$ cat config.mk
export PLATFORM = sky130hd
export DESIGN_NAME = alarm_monitor
export DESIGN_NICKNAME = d
export VERILOG_FILES = /design/src/alarm_pkg.sv /design/src/led_flasher.sv /design/src/alarm_monitor.sv
export SDC_FILE = /design/constraint.sdc
export NUM_CORES = 1
export LEC_CHECK = 0
export ABC_AREA = 1
export BUFFER_PORTS_ARGS = -buffer_cell sky130_fd_sc_hd__buf_2
export CAP_MARGIN = 20
export CORE_UTILIZATION = 62
export DETAILED_ROUTE_END_ITERATION = 16
export PLACE_DENSITY = 0.82
export SETUP_SLACK_MARGIN = 0.3
export SLEW_MARGIN = 0
export SYNTH_ARGS = -nofsm -noshare
export SYNTH_HDL_FRONTEND = slang
export SYNTH_SLANG_ARGS = --single-unit
export TNS_END_PERCENT = 20
$ cat constraint.sdc
create_clock -name CLK -period 14.7 [get_ports CLK]
set_input_delay 2.205 -clock CLK [delete_from_list [all_inputs] [get_ports CLK]]
set_output_delay 2.205 -clock CLK [all_outputs]
set_load 0.01 [all_outputs]
$ cat src/alarm_pkg.sv
package alarm_pkg;

  localparam int unsigned CLK_HZ           = 50_000_000;
  localparam int unsigned LED_PULSE_MS     = 250;
  localparam int unsigned LED_PULSE_CYCLES = CLK_HZ / 1000 * LED_PULSE_MS;
  localparam logic [2:0]  LED_GAP_PULSES   = 3'h4;

  // Consecutive-error limits and request length bounds
  localparam logic [2:0]  EXC_LIMIT        = 3'h5;
  localparam logic [2:0]  TX_LIMIT         = 3'h3;
  localparam logic [2:0]  RX_LIMIT         = 3'h3;
  localparam logic [9:0]  RX_LEN_MAX       = 10'h100;
  localparam logic [9:0]  RX_LEN_MIN       = 10'h004;

  // Relay count limits per relay type
  localparam logic [7:0]  LIMIT_STD        = 8'h30;
  localparam logic [7:0]  LIMIT_CM         = 8'h20;

  localparam logic [2:0]  ABSENT_HALF_MAX  = 3'h3;
  localparam logic [31:0] PCT_SCALE        = 32'h0000_0064;

  // Relay alarm word bit positions
  localparam int unsigned AL_SYS1     = 0;
  localparam int unsigned AL_SYS2     = 1;
  localparam int unsigned AL_SHORT    = 2;
  localparam int unsigned AL_VOLT     = 3;
  localparam int unsigned AL_CURR     = 4;
  localparam int unsigned AL_FREQ     = 5;
  localparam int unsigned AL_PREWARN  = 6;
  localparam int unsigned AL_OVERTEMP = 7;
  localparam int unsigned AL_LOADDEV  = 8;

  // Flash counts per alarm
  localparam logic [2:0]  FLASH_LOADDEV = 3'h1;
  localparam logic [2:0]  FLASH_SYS1    = 3'h2;
  localparam logic [2:0]  FLASH_SYS2    = 3'h3;
  localparam logic [2:0]  FLASH_SHORT   = 3'h4;
  localparam logic [2:0]  FLASH_FREQ    = 3'h5;
  localparam logic [2:0]  FLASH_CURR    = 3'h6;
  localparam logic [2:0]  FLASH_VOLT    = 3'h7;

  // Register byte offsets
  localparam logic [7:0]  OFS_STATUS   = 8'h00;
  localparam logic [7:0]  OFS_CONTROL  = 8'h04;
  localparam logic [7:0]  OFS_COUNTERS = 8'h08;
  localparam logic [7:0]  OFS_ALARM1   = 8'h0C;
  localparam logic [7:0]  OFS_GENERAL  = 8'h10;
  localparam logic [7:0]  OFS_REFCUR   = 8'h14;
  localparam logic [7:0]  OFS_DEVPCT   = 8'h18;

  // Controller status bits
  localparam int unsigned ST_COMM     = 0;
  localparam int unsigned ST_LIMIT    = 1;
  localparam int unsigned ST_MISMATCH = 2;
  localparam int unsigned ST_TERM     = 3;
  localparam int unsigned ST_INTERNAL = 4;
  localparam int unsigned ST_BUSALARM = 5;

  // Control bits
  localparam int unsigned CT_MISMATCH = 0;
  localparam int unsigned CT_CM_TYPE  = 1;
  localparam int unsigned CT_CLR_INT  = 2;

  typedef struct packed {
    logic valid;
    logic exception;
    logic collision;
  } reply_t;

  typedef struct packed {
    logic       valid;
    logic       byte_err;
    logic       crc_err;
    logic       gap_err;
    logic [9:0] length;
  } request_t;

  typedef enum logic [1:0] {
    FL_IDLE = 2'b00,
    FL_ON   = 2'b01,
    FL_OFF  = 2'b10,
    FL_GAP  = 2'b11
  } flash_state_t;

endpackage

$ cat src/led_flasher.sv
`timescale 1ns/10ps
`default_nettype none
module led_flasher
  import alarm_pkg::*;
#(
  parameter int unsigned PULSE_CYCLES = LED_PULSE_CYCLES
) (
  input  wire logic       clk,
  input  wire logic       resetn,
  input  wire logic       steady,
  input  wire logic [2:0] count,
  output logic            led
);

  flash_state_t state;
  logic [23:0]  timer;
  logic [2:0]   left;
  logic         tick;

  assign tick = (timer == 24'(PULSE_CYCLES - 1));

  always_ff @(posedge clk) begin
    if (!resetn || state == FL_IDLE || tick) begin
      timer <= 24'h000000;
    end else begin
      timer <= timer + 24'h000001;
    end
  end

  // One burst of count pulses, then a dark gap; repeats
  always_ff @(posedge clk) begin
    if (!resetn) begin
      state <= FL_IDLE;
      left  <= 3'h0;
      led   <= 1'b0;
    end else begin
      case (state)
        FL_IDLE: begin
          led <= steady;
          if (!steady && count != 3'h0) begin
            state <= FL_ON;
            left  <= count;
            led   <= 1'b1;
          end
        end
        FL_ON: begin
          if (steady) begin
            state <= FL_IDLE;
          end else if (tick) begin
            state <= FL_OFF;
            led   <= 1'b0;
          end
        end
        FL_OFF: begin
          if (steady) begin
            state <= FL_IDLE;
          end else if (tick) begin
            if (left > 3'h1) begin
              left  <= left - 3'h1;
              state <= FL_ON;
              led   <= 1'b1;
            end else begin
              left  <= LED_GAP_PULSES;
              state <= FL_GAP;
            end
          end
        end
        FL_GAP: begin
          if (steady) begin
            state <= FL_IDLE;
          end else if (tick) begin
            if (left > 3'h1) begin
              left <= left - 3'h1;
            end else begin
              state <= FL_IDLE;
            end
          end
        end
        default: begin
          state <= FL_IDLE;
        end
      endcase
    end
  end

endmodule // led_flasher
`default_nettype wire

$ cat src/alarm_monitor.sv
// The APB slave port and the register addresses were left to the implementer.
`timescale 1ns/10ps
`default_nettype none
// Functional notes
// [RULE_01] After roll call, flag limit alarm if relays exceed 48 standard or 32 monitoring.
// [RULE_02] Mismatch alarm comes only from the host via a dedicated command.
// [RULE_03] Count consecutive exception replies; communication alarm at 5.
// [RULE_04] A positive reply zeroes the exception counter.
// [RULE_05] Count consecutive replies with collision; communication alarm at 3.
// [RULE_06] A reply sent without collision zeroes the transmit counter.
// [RULE_07] Count consecutive faulty requests (framing, parity, overflow); alarm at 3.
// [RULE_08] Requests over 256 or under 4 bytes count as reception errors.
// [RULE_09] Requests with a bad CRC count as reception errors.
// [RULE_10] Bytes arriving between 1.5 and 3.5 character gaps count as errors.
// [RULE_11] An error-free request zeroes the reception counter.
// [RULE_12] Communication alarm clears once no counter sits at its limit.
// [RULE_13] Start relay transactions only when a host request needs them.
// [RULE_14] Downstream bus alarm is never raised from relay link errors.
// [RULE_15] Internal fault shows in controller status; operation continues.
// [RULE_16] Termination checked only at power-up; failure sets termination flag.
// [RULE_17] Termination flag stays set until power cycle with a good check.
// [RULE_18] Relay alarm word holds the nine alarm flags in bits 0 to 8.
// [RULE_19] Over-temperature sets flags, lights LED steadily, forces output off.
// [RULE_20] After cooling the output follows the control input again.
// [RULE_21] Load deviation beyond percentage, not voltage caused, flags and flashes once.
// [RULE_22] Signals absent over 3 half cycles: system fault one, flash twice.
// [RULE_23] All applicable flags set; LED shows highest-priority alarm pattern.
// [RULE_24] Load not on within a half cycle under control: fault two, three flashes.
// [RULE_25] Error counters saturate at their limit until their own clearing event.
// [RULE_26] LED repeats one burst per period with pulses equal to flash count.
module alarm_monitor
  import alarm_pkg::*;
#(
  parameter int unsigned PULSE_CYCLES = LED_PULSE_CYCLES
) (
  input  wire logic        CLK,
  input  wire logic        RESETN,
  input  wire logic        PSEL,
  input  wire logic        PENABLE,
  input  wire logic        PWRITE,
  input  wire logic [7:0]  PADDR,
  input  wire logic [31:0] PWDATA,
  output logic [31:0]      PRDATA,
  output logic             PREADY,
  output logic             PSLVERR,
  input  wire reply_t      HOST_REPLY,
  input  wire request_t    HOST_REQUEST,
  input  wire logic        ROLL_DONE,
  input  wire logic [7:0]  ROLL_COUNT,
  input  wire logic        INTERNAL_FAULT,
  input  wire logic        TERM_OK,
  input  wire logic        HOST_NEEDS_RELAY,
  input  wire logic        RELAY_TXN_REQ,
  input  wire logic        OVER_TEMP,
  input  wire logic        PREWARN,
  input  wire logic        SHORT_CIRCUIT,
  input  wire logic        VOLT_RANGE,
  input  wire logic        CURR_RANGE,
  input  wire logic        FREQ_RANGE,
  input  wire logic        CONTROL_IN,
  input  wire logic        LOAD_ON,
  input  wire logic        HALF_CYCLE,
  input  wire logic        SIGNAL_ABSENT,
  input  wire logic [15:0] LOAD_CURRENT,
  input  wire logic        VOLTAGE_CHANGED,
  output logic             COMM_ALARM,
  output logic             TERM_FAULT,
  output logic             RELAY_TXN_START,
  output logic             RELAY_OUT,
  output logic             ALARM_LED
);

  logic [2:0]  exc_cnt;
  logic [2:0]  tx_cnt;
  logic [2:0]  rx_cnt;
  logic        limit_alarm;
  logic        internal_fault;
  logic        term_checked;
  logic [2:0]  control;
  logic [15:0] reference_current_value;
  logic [7:0]  deviation_percent_limit;
  logic [15:0] relay_alarm_status_one;
  logic        alarm_summary_flag;
  logic [2:0]  absent_cnt;
  logic        rx_bad;
  logic        apb_access;
  logic        apb_write;
  logic        next_ready;
  logic        hit;
  logic [31:0] rword;
  logic [15:0] cur_diff;
  logic        deviates;
  logic        led_steady;
  logic [2:0]  led_count;

  // Reply counters, saturating at their limit
  always_ff @(posedge CLK) begin
    if (!RESETN) begin
      exc_cnt <= 3'h0;
    end else if (HOST_REPLY.valid) begin
      if (!HOST_REPLY.exception) begin
        exc_cnt <= 3'h0; // [RULE_04]
      end else if (exc_cnt != EXC_LIMIT) begin
        exc_cnt <= exc_cnt + 3'h1; // [RULE_03] [RULE_25]
      end
    end
  end

  always_ff @(posedge CLK) begin
    if (!RESETN) begin
      tx_cnt <= 3'h0;
    end else if (HOST_REPLY.valid) begin
      if (!HOST_REPLY.collision) begin
        tx_cnt <= 3'h0; // [RULE_06]
      end else if (tx_cnt != TX_LIMIT) begin
        tx_cnt <= tx_cnt + 3'h1; // [RULE_05] [RULE_25]
      end
    end
  end

  assign rx_bad = HOST_REQUEST.byte_err // [RULE_07]
                | HOST_REQUEST.crc_err // [RULE_09]
                | HOST_REQUEST.gap_err // [RULE_10]
                | (HOST_REQUEST.length > RX_LEN_MAX) // [RULE_08]
                | (HOST_REQUEST.length < RX_LEN_MIN); // [RULE_08]

  always_ff @(posedge CLK) begin
    if (!RESETN) begin
      rx_cnt <= 3'h0;
    end else if (HOST_REQUEST.valid) begin
      if (!rx_bad) begin
        rx_cnt <= 3'h0; // [RULE_11]
      end else if (rx_cnt != RX_LIMIT) begin
        rx_cnt <= rx_cnt + 3'h1; // [RULE_07] [RULE_25]
      end
    end
  end

  // Alarm lags its counters by one cycle
  always_ff @(posedge CLK) begin
    if (!RESETN) begin
      COMM_ALARM <= 1'b0;
    end else begin
      COMM_ALARM <= (exc_cnt == EXC_LIMIT) | (tx_cnt == TX_LIMIT)
                  | (rx_cnt == RX_LIMIT); // [RULE_03] [RULE_05] [RULE_07] [RULE_12]
    end
  end

  // Judged afresh at every roll call
  always_ff @(posedge CLK) begin
    if (!RESETN) begin
      limit_alarm <= 1'b0;
    end else if (ROLL_DONE) begin
      limit_alarm <= ROLL_COUNT > (control[CT_CM_TYPE] ? LIMIT_CM : LIMIT_STD); // [RULE_01]
    end
  end

  // Sticky; a new fault beats a simultaneous clear
  always_ff @(posedge CLK) begin
    if (!RESETN) begin
      internal_fault <= 1'b0;
    end else if (INTERNAL_FAULT) begin
      internal_fault <= 1'b1; // [RULE_15]
    end else if (apb_write && PADDR == OFS_CONTROL && PWDATA[CT_CLR_INT]) begin
      internal_fault <= 1'b0;
    end
  end

  // Reset stands for power-up; only reset can clear the flag
  always_ff @(posedge CLK) begin
    if (!RESETN) begin
      term_checked <= 1'b0;
      TERM_FAULT   <= 1'b0;
    end else if (!term_checked) begin
      term_checked <= 1'b1;
      TERM_FAULT   <= !TERM_OK; // [RULE_16] [RULE_17]
    end
  end

  // Never self-initiated toward the relays
  always_ff @(posedge CLK) begin
    if (!RESETN) begin
      RELAY_TXN_START <= 1'b0;
    end else begin
      RELAY_TXN_START <= RELAY_TXN_REQ && HOST_NEEDS_RELAY; // [RULE_13]
    end
  end

  // Relay-side alarms
  assign cur_diff = (LOAD_CURRENT > reference_current_value)
                  ? LOAD_CURRENT - reference_current_value
                  : reference_current_value - LOAD_CURRENT;
  assign deviates = (reference_current_value != 16'h0000) && !VOLTAGE_CHANGED
                 && ({16'h0000, cur_diff} * PCT_SCALE >
                     {24'h000000, deviation_percent_limit} * {16'h0000, reference_current_value});

  always_ff @(posedge CLK) begin
    if (!RESETN || !SIGNAL_ABSENT) begin
      absent_cnt <= 3'h0;
    end else if (HALF_CYCLE && absent_cnt <= ABSENT_HALF_MAX) begin
      absent_cnt <= absent_cnt + 3'h1; // [RULE_22]
    end
  end

  always_ff @(posedge CLK) begin
    if (!RESETN) begin
      relay_alarm_status_one <= 16'h0000;
    end else begin
      relay_alarm_status_one[AL_SYS1]     <= absent_cnt > ABSENT_HALF_MAX; // [RULE_22]
      if (HALF_CYCLE) begin
        relay_alarm_status_one[AL_SYS2]   <= CONTROL_IN && !LOAD_ON; // [RULE_24]
      end
      relay_alarm_status_one[AL_SHORT]    <= SHORT_CIRCUIT; // [RULE_18]
      relay_alarm_status_one[AL_VOLT]     <= VOLT_RANGE;
      relay_alarm_status_one[AL_CURR]     <= CURR_RANGE;
      relay_alarm_status_one[AL_FREQ]     <= FREQ_RANGE;
      relay_alarm_status_one[AL_PREWARN]  <= PREWARN;
      relay_alarm_status_one[AL_OVERTEMP] <= OVER_TEMP; // [RULE_19]
      relay_alarm_status_one[AL_LOADDEV]  <= deviates; // [RULE_21]
    end
  end

  // Pre-warning is not an alarm, so it stays out of the summary
  always_ff @(posedge CLK) begin
    if (!RESETN) begin
      alarm_summary_flag <= 1'b0;
    end else begin
      alarm_summary_flag <= |(relay_alarm_status_one & ~(16'h0001 << AL_PREWARN)); // [RULE_23]
    end
  end

  // Load deviation leaves switching untouched
  always_ff @(posedge CLK) begin
    if (!RESETN) begin
      RELAY_OUT <= 1'b0;
    end else begin
      RELAY_OUT <= CONTROL_IN && !OVER_TEMP; // [RULE_19] [RULE_20] [RULE_21]
    end
  end

  // LED priority: highest active alarm wins
  always_comb begin
    led_steady = relay_alarm_status_one[AL_OVERTEMP]; // [RULE_19]
    if (relay_alarm_status_one[AL_SYS1]) begin
      led_count = FLASH_SYS1; // [RULE_23]
    end else if (relay_alarm_status_one[AL_SYS2]) begin
      led_count = FLASH_SYS2;
    end else if (relay_alarm_status_one[AL_SHORT]) begin
      led_count = FLASH_SHORT;
    end else if (relay_alarm_status_one[AL_FREQ]) begin
      led_count = FLASH_FREQ;
    end else if (relay_alarm_status_one[AL_CURR]) begin
      led_count = FLASH_CURR;
    end else if (relay_alarm_status_one[AL_VOLT]) begin
      led_count = FLASH_VOLT;
    end else if (relay_alarm_status_one[AL_LOADDEV]) begin
      led_count = FLASH_LOADDEV; // [RULE_21]
    end else begin
      led_count = 3'h0;
    end
  end

  led_flasher #(
    .PULSE_CYCLES (PULSE_CYCLES)
  ) u_flasher (
    .clk    (CLK),
    .resetn (RESETN),
    .steady (led_steady),
    .count  (led_count),
    .led    (ALARM_LED) // [RULE_26]
  );

  // APB slave with one wait state
  assign apb_access = PSEL && PENABLE;
  assign apb_write  = apb_access && PREADY && PWRITE;
  assign next_ready = apb_access && !PREADY;

  always_comb begin
    hit   = 1'b1;
    rword = 32'h0000_0000;
    case (PADDR)
      OFS_STATUS: begin
        rword[ST_COMM]     = COMM_ALARM;
        rword[ST_LIMIT]    = limit_alarm;
        rword[ST_MISMATCH] = control[CT_MISMATCH]; // [RULE_02]
        rword[ST_TERM]     = TERM_FAULT;
        rword[ST_INTERNAL] = internal_fault; // [RULE_15]
        rword[ST_BUSALARM] = 1'b0; // [RULE_14]
      end
      OFS_CONTROL:  rword = {29'h0, 1'b0, control[CT_CM_TYPE], control[CT_MISMATCH]};
      OFS_COUNTERS: rword = {20'h0, 1'b0, rx_cnt, 1'b0, tx_cnt, 1'b0, exc_cnt};
      OFS_ALARM1:   rword = {16'h0000, relay_alarm_status_one};
      OFS_GENERAL:  rword = {31'h0, alarm_summary_flag};
      OFS_REFCUR:   rword = {16'h0000, reference_current_value};
      OFS_DEVPCT:   rword = {24'h000000, deviation_percent_limit};
      default:      hit = 1'b0;
    endcase
  end

  always_ff @(posedge CLK) begin
    if (!RESETN) begin
      PREADY  <= 1'b0;
      PRDATA  <= 32'h0000_0000;
      PSLVERR <= 1'b0;
    end else begin
      PREADY  <= next_ready;
      PSLVERR <= next_ready && !hit;
      if (next_ready && !PWRITE) begin
        PRDATA <= rword;
      end
    end
  end

  always_ff @(posedge CLK) begin
    if (!RESETN) begin
      control                 <= 3'h0;
      reference_current_value <= 16'h0000;
      deviation_percent_limit <= 8'h00;
    end else if (apb_write) begin
      case (PADDR)
        OFS_CONTROL: begin
          control[CT_MISMATCH] <= PWDATA[CT_MISMATCH]; // [RULE_02]
          control[CT_CM_TYPE]  <= PWDATA[CT_CM_TYPE];
        end
        OFS_REFCUR:  reference_current_value <= PWDATA[15:0];
        OFS_DEVPCT:  deviation_percent_limit <= PWDATA[7:0];
        default:     control <= control;
      endcase
    end
  end
endmodule // alarm_monitor
`default_nettype wire

==> run_results.csv <==
group,metric,value,unit
floorplan,die_w,147,um
cts,htreeDepth,3,
sta,period_share,53.9,%
sta,skew,0.0126,ns
cts,postCtsResizedCells,0,
detailed_routing,drtIter0Drc,623,
yosys,synthCells,1870,
detailed_routing,wl_per_cell,14.4,um
yosys,ys_types,52,
grt,antenna_found_initial,1,
power,powerDensity,90.1,nW/um2
detailed_routing,ant_nets,0,
floorplan,initial_core_util,63.8,%
setup_path,cpPeakStageDelay,0.53,ns
run_status,outcome,"finished clean",
setup_path,crit_path_max_fanout,17,
setup_path,crit_type,"in -> reg",
setup_path,cp_slowest_cell,"fa_1",
detailed_routing,vias,11900,
cts,post_cts_buffers,0,
yosys,ys_seq_area_share,15.8,%
cts,clkTransAtPathRegs,0.08,ns
final_layout,drive_gt1_share,9.23,%
setup_path,crit_required,14.92,ns
final_layout,fin_util,68.2,%
floorplan,rows,52,
yosys,async_flop_share,0,%
setup_path,endpoint_kind,"register",
yosys,syn-cell-area,13000,um2
cts,clockBufferDepth,2,
sta,clock.fmax,126,MHz
yosys,avgSynthCellArea,6.97,um2
cts,hold_buffers,0,
sta,setup_viol,0,
yosys,synthTopCellsByArea,"dfxtp_1 (16%), ha_1 (16%), fa_1 (15%)",
setup_path,cp_common_cell,"inv_1",
detailed_routing,drt_wl_total,31900,um
floorplan,num_io_pins,141,
floorplan,die-height,147,um
placed_design,gp_routability_congestion,0.920,
yosys,synth-edff-count,0,
setup_path,arrival,8.15,ns
detailed_routing,post_drt_via_cell_ratio,5.39,
sta,hold_viol,0,
grt,grt.overflow.total,0,
job,drv_cap,0,
final_layout,layout.nets,2298,
sta,slew_headroom,43.3,%
power,peakVddDrop,0.0000955,V
cts,clock_latency,0.36,ns
grt,grtUsageTotal,30.6,%
cts,cts_tree,"yes",
sta,worstMarginPinSlew,0.849,ns
yosys,ys.flop_type,"dfxtp_1",
detailed_routing,drc,0,
grt,grt_pass1_wl,54200,um
cts,clockRootBuffer,"clkbuf_16",
final_layout,mostFrequentLayoutCells,"inv_1 (402), nand2_1 (387), ha_1 (164), a21oi_1 (141), nor2_1 (124)",
yosys,ys_ff_latch,103,
cts,numCtsBuffers,9,
sta,finalMaxSlewViolations,0,
grt,grt_max_degree,47,
floorplan,fp.dieArea,21600,um2
sta,fin_tns_setup,0,ns
setup_path,start_kind,"primary input",
min_path,hold_path_class,"reg -> reg",
sta,rsz0062_at_grt,"false",
final_layout,final_common_cell,"inv_1",
final_layout,syn_to_final_growth,6.87,%
placed_design,io_buffers,108,
detailed_routing,drt_first_pass_iters,7,
grt,grt_pass1_vias,11900,
yosys,synth_warnings,0,
sta,period_minus_slack,7.93,ns
cts,cts.sinks,103,
yosys,yosys.area.top_type,"dfxtp_1",
placed_design,place_hpwl,26000,um
power,leakagePower,7.55,nW
floorplan,core_area,20400,um2
yosys,netlist.area_leader.share,15.8,%
worst max-delay path, delay by kind of cell:
kind                       cells  cell delay (ns)
buffers and inverters          9             0.71
AOI/OAI and AO/OA             10             1.82
and+or+nand+nor                9             0.98
adders and majority gates      7             2.25
xor gates and xnor gates       1             0.19
synthesized netlist by cell type (3+ instances only):
cell type and n:
nor4_1 5, or2_2 3, o31ai_1 4, nor3_1 26, fa_1 97, a31oi_1 4, o21bai_1 10, inv_1 402
a21oi_2 4, o221ai_1 4, ha_1 164, nor3_2 3, nand3_2 6, nand3_1 67, inv_2 7, dfxtp_1 103
xnor2_1 13, nor2_1 124, nand2_1 387, o21ai_0 77, o21ai_2 5, a21o_1 6, a211oi_1 5, o22ai_1 9
xor2_1 49, nor2_4 5, buf_2 6, nand4_1 26, clkbuf_1 44, buf_4 17, nand2_2 13, a21oi_1 141
a21boi_0 4, o21a_1 4
cells by family (layout without fill, tap and decap cells):
| kind of cell | after synthesis | in the layout | share of synthesized area [%] |
|---|---|---|---|
| buf+inv | 481 | 536 | 14.6 |
| compound gates | 287 | 287 | 12.3 |
| other cells | 1 | 17 | 0.0288 |
| fa+ha+maj | 261 | 261 | 30.6 |
| xor+xnor | 62 | 62 | 4.17 |
| simple gates | 675 | 675 | 22.4 |
| flops | 103 | 103 | 15.8 |
final cells by class:
type / count / area [um2]
multi-input combinational: 1301 / 9130
clock buffer: 9 / 225
fill: 1789 / 6500
antenna: 1 / 2.50
timing repair buffer: 110 / 556
tap: 270 / 338
clock inverter: 7 / 81.3
sequential: 103 / 2060
inverter: 410 / 1540
routing by layer:
metal  GRT usage [%]  up-vias  part of all wire [%]
li1                -     5932                     -
met1            38.3     5547                    43
met2            54.0      369                    48
met3            3.35       59                   5.3
met4            12.0        0                   3.6
met5               0        -                     0
metrics by stage:
stage | setup WS (ns) | power, mW | area, um2 | std cells | hold WS [ns]
CTS | 6.83 | 1.26 | 13900 | 2210 | 0.468
floorplan | 7.42 | 0.862 | 13100 | 1885 | 0.430
global route | 6.21 | 1.39 | 13900 | 2211 | 0.485
global placement | 6.57 | 0.983 | 13600 | 2194 | 0.442
detailed placement | 6.51 | 1.01 | 13600 | 2194 | 0.452
finish | 6.77 | 1.26 | 13900 | 2211 | 0.466
path summary, 6_finish.rpt:
| check | slack, ns | cells after the start | endpoint | start |
|---|---|---|---|---|
| worst max-delay path | 6.77 | 36 | relay_alarm_status_one[8]$_SDFF_PN0_ | LOAD_CURRENT[0] |
| worst min-delay path | 0.47 | 2 | PRDATA[5]$_SDFFE_PN0P_ | PRDATA[5]$_SDFFE_PN0P_ |
| worst max register to register | 8.04 | 34 | relay_alarm_status_one[8]$_SDFF_PN0_ | reference_current_value[0]$_SDFFE_PN0P_ |
| worst min register to register | 0.47 | 2 | PRDATA[5]$_SDFFE_PN0P_ | PRDATA[5]$_SDFFE_PN0P_ |
sequential cells by signal, indices dropped and copies added (netlist names), 2 cells and up:
| register | flops |
|---|---|
| u_flasher.timer | 24 |
| PRDATA | 16 |
| reference_current_value | 16 |
| relay_alarm_status_one | 9 |
| deviation_percent_limit | 8 |
| absent_cnt | 3 |
| exc_cnt | 3 |
| rx_cnt | 3 |
| tx_cnt | 3 |
| u_flasher.left | 3 |
| control | 2 |
| u_flasher.state | 2 |
power breakdown:
part,switching [mW],internal (mW)
clock network,0.119,0.122
registers,0.0107,0.292
logic,0.433,0.279
Power figures use the tool's default switching activity.
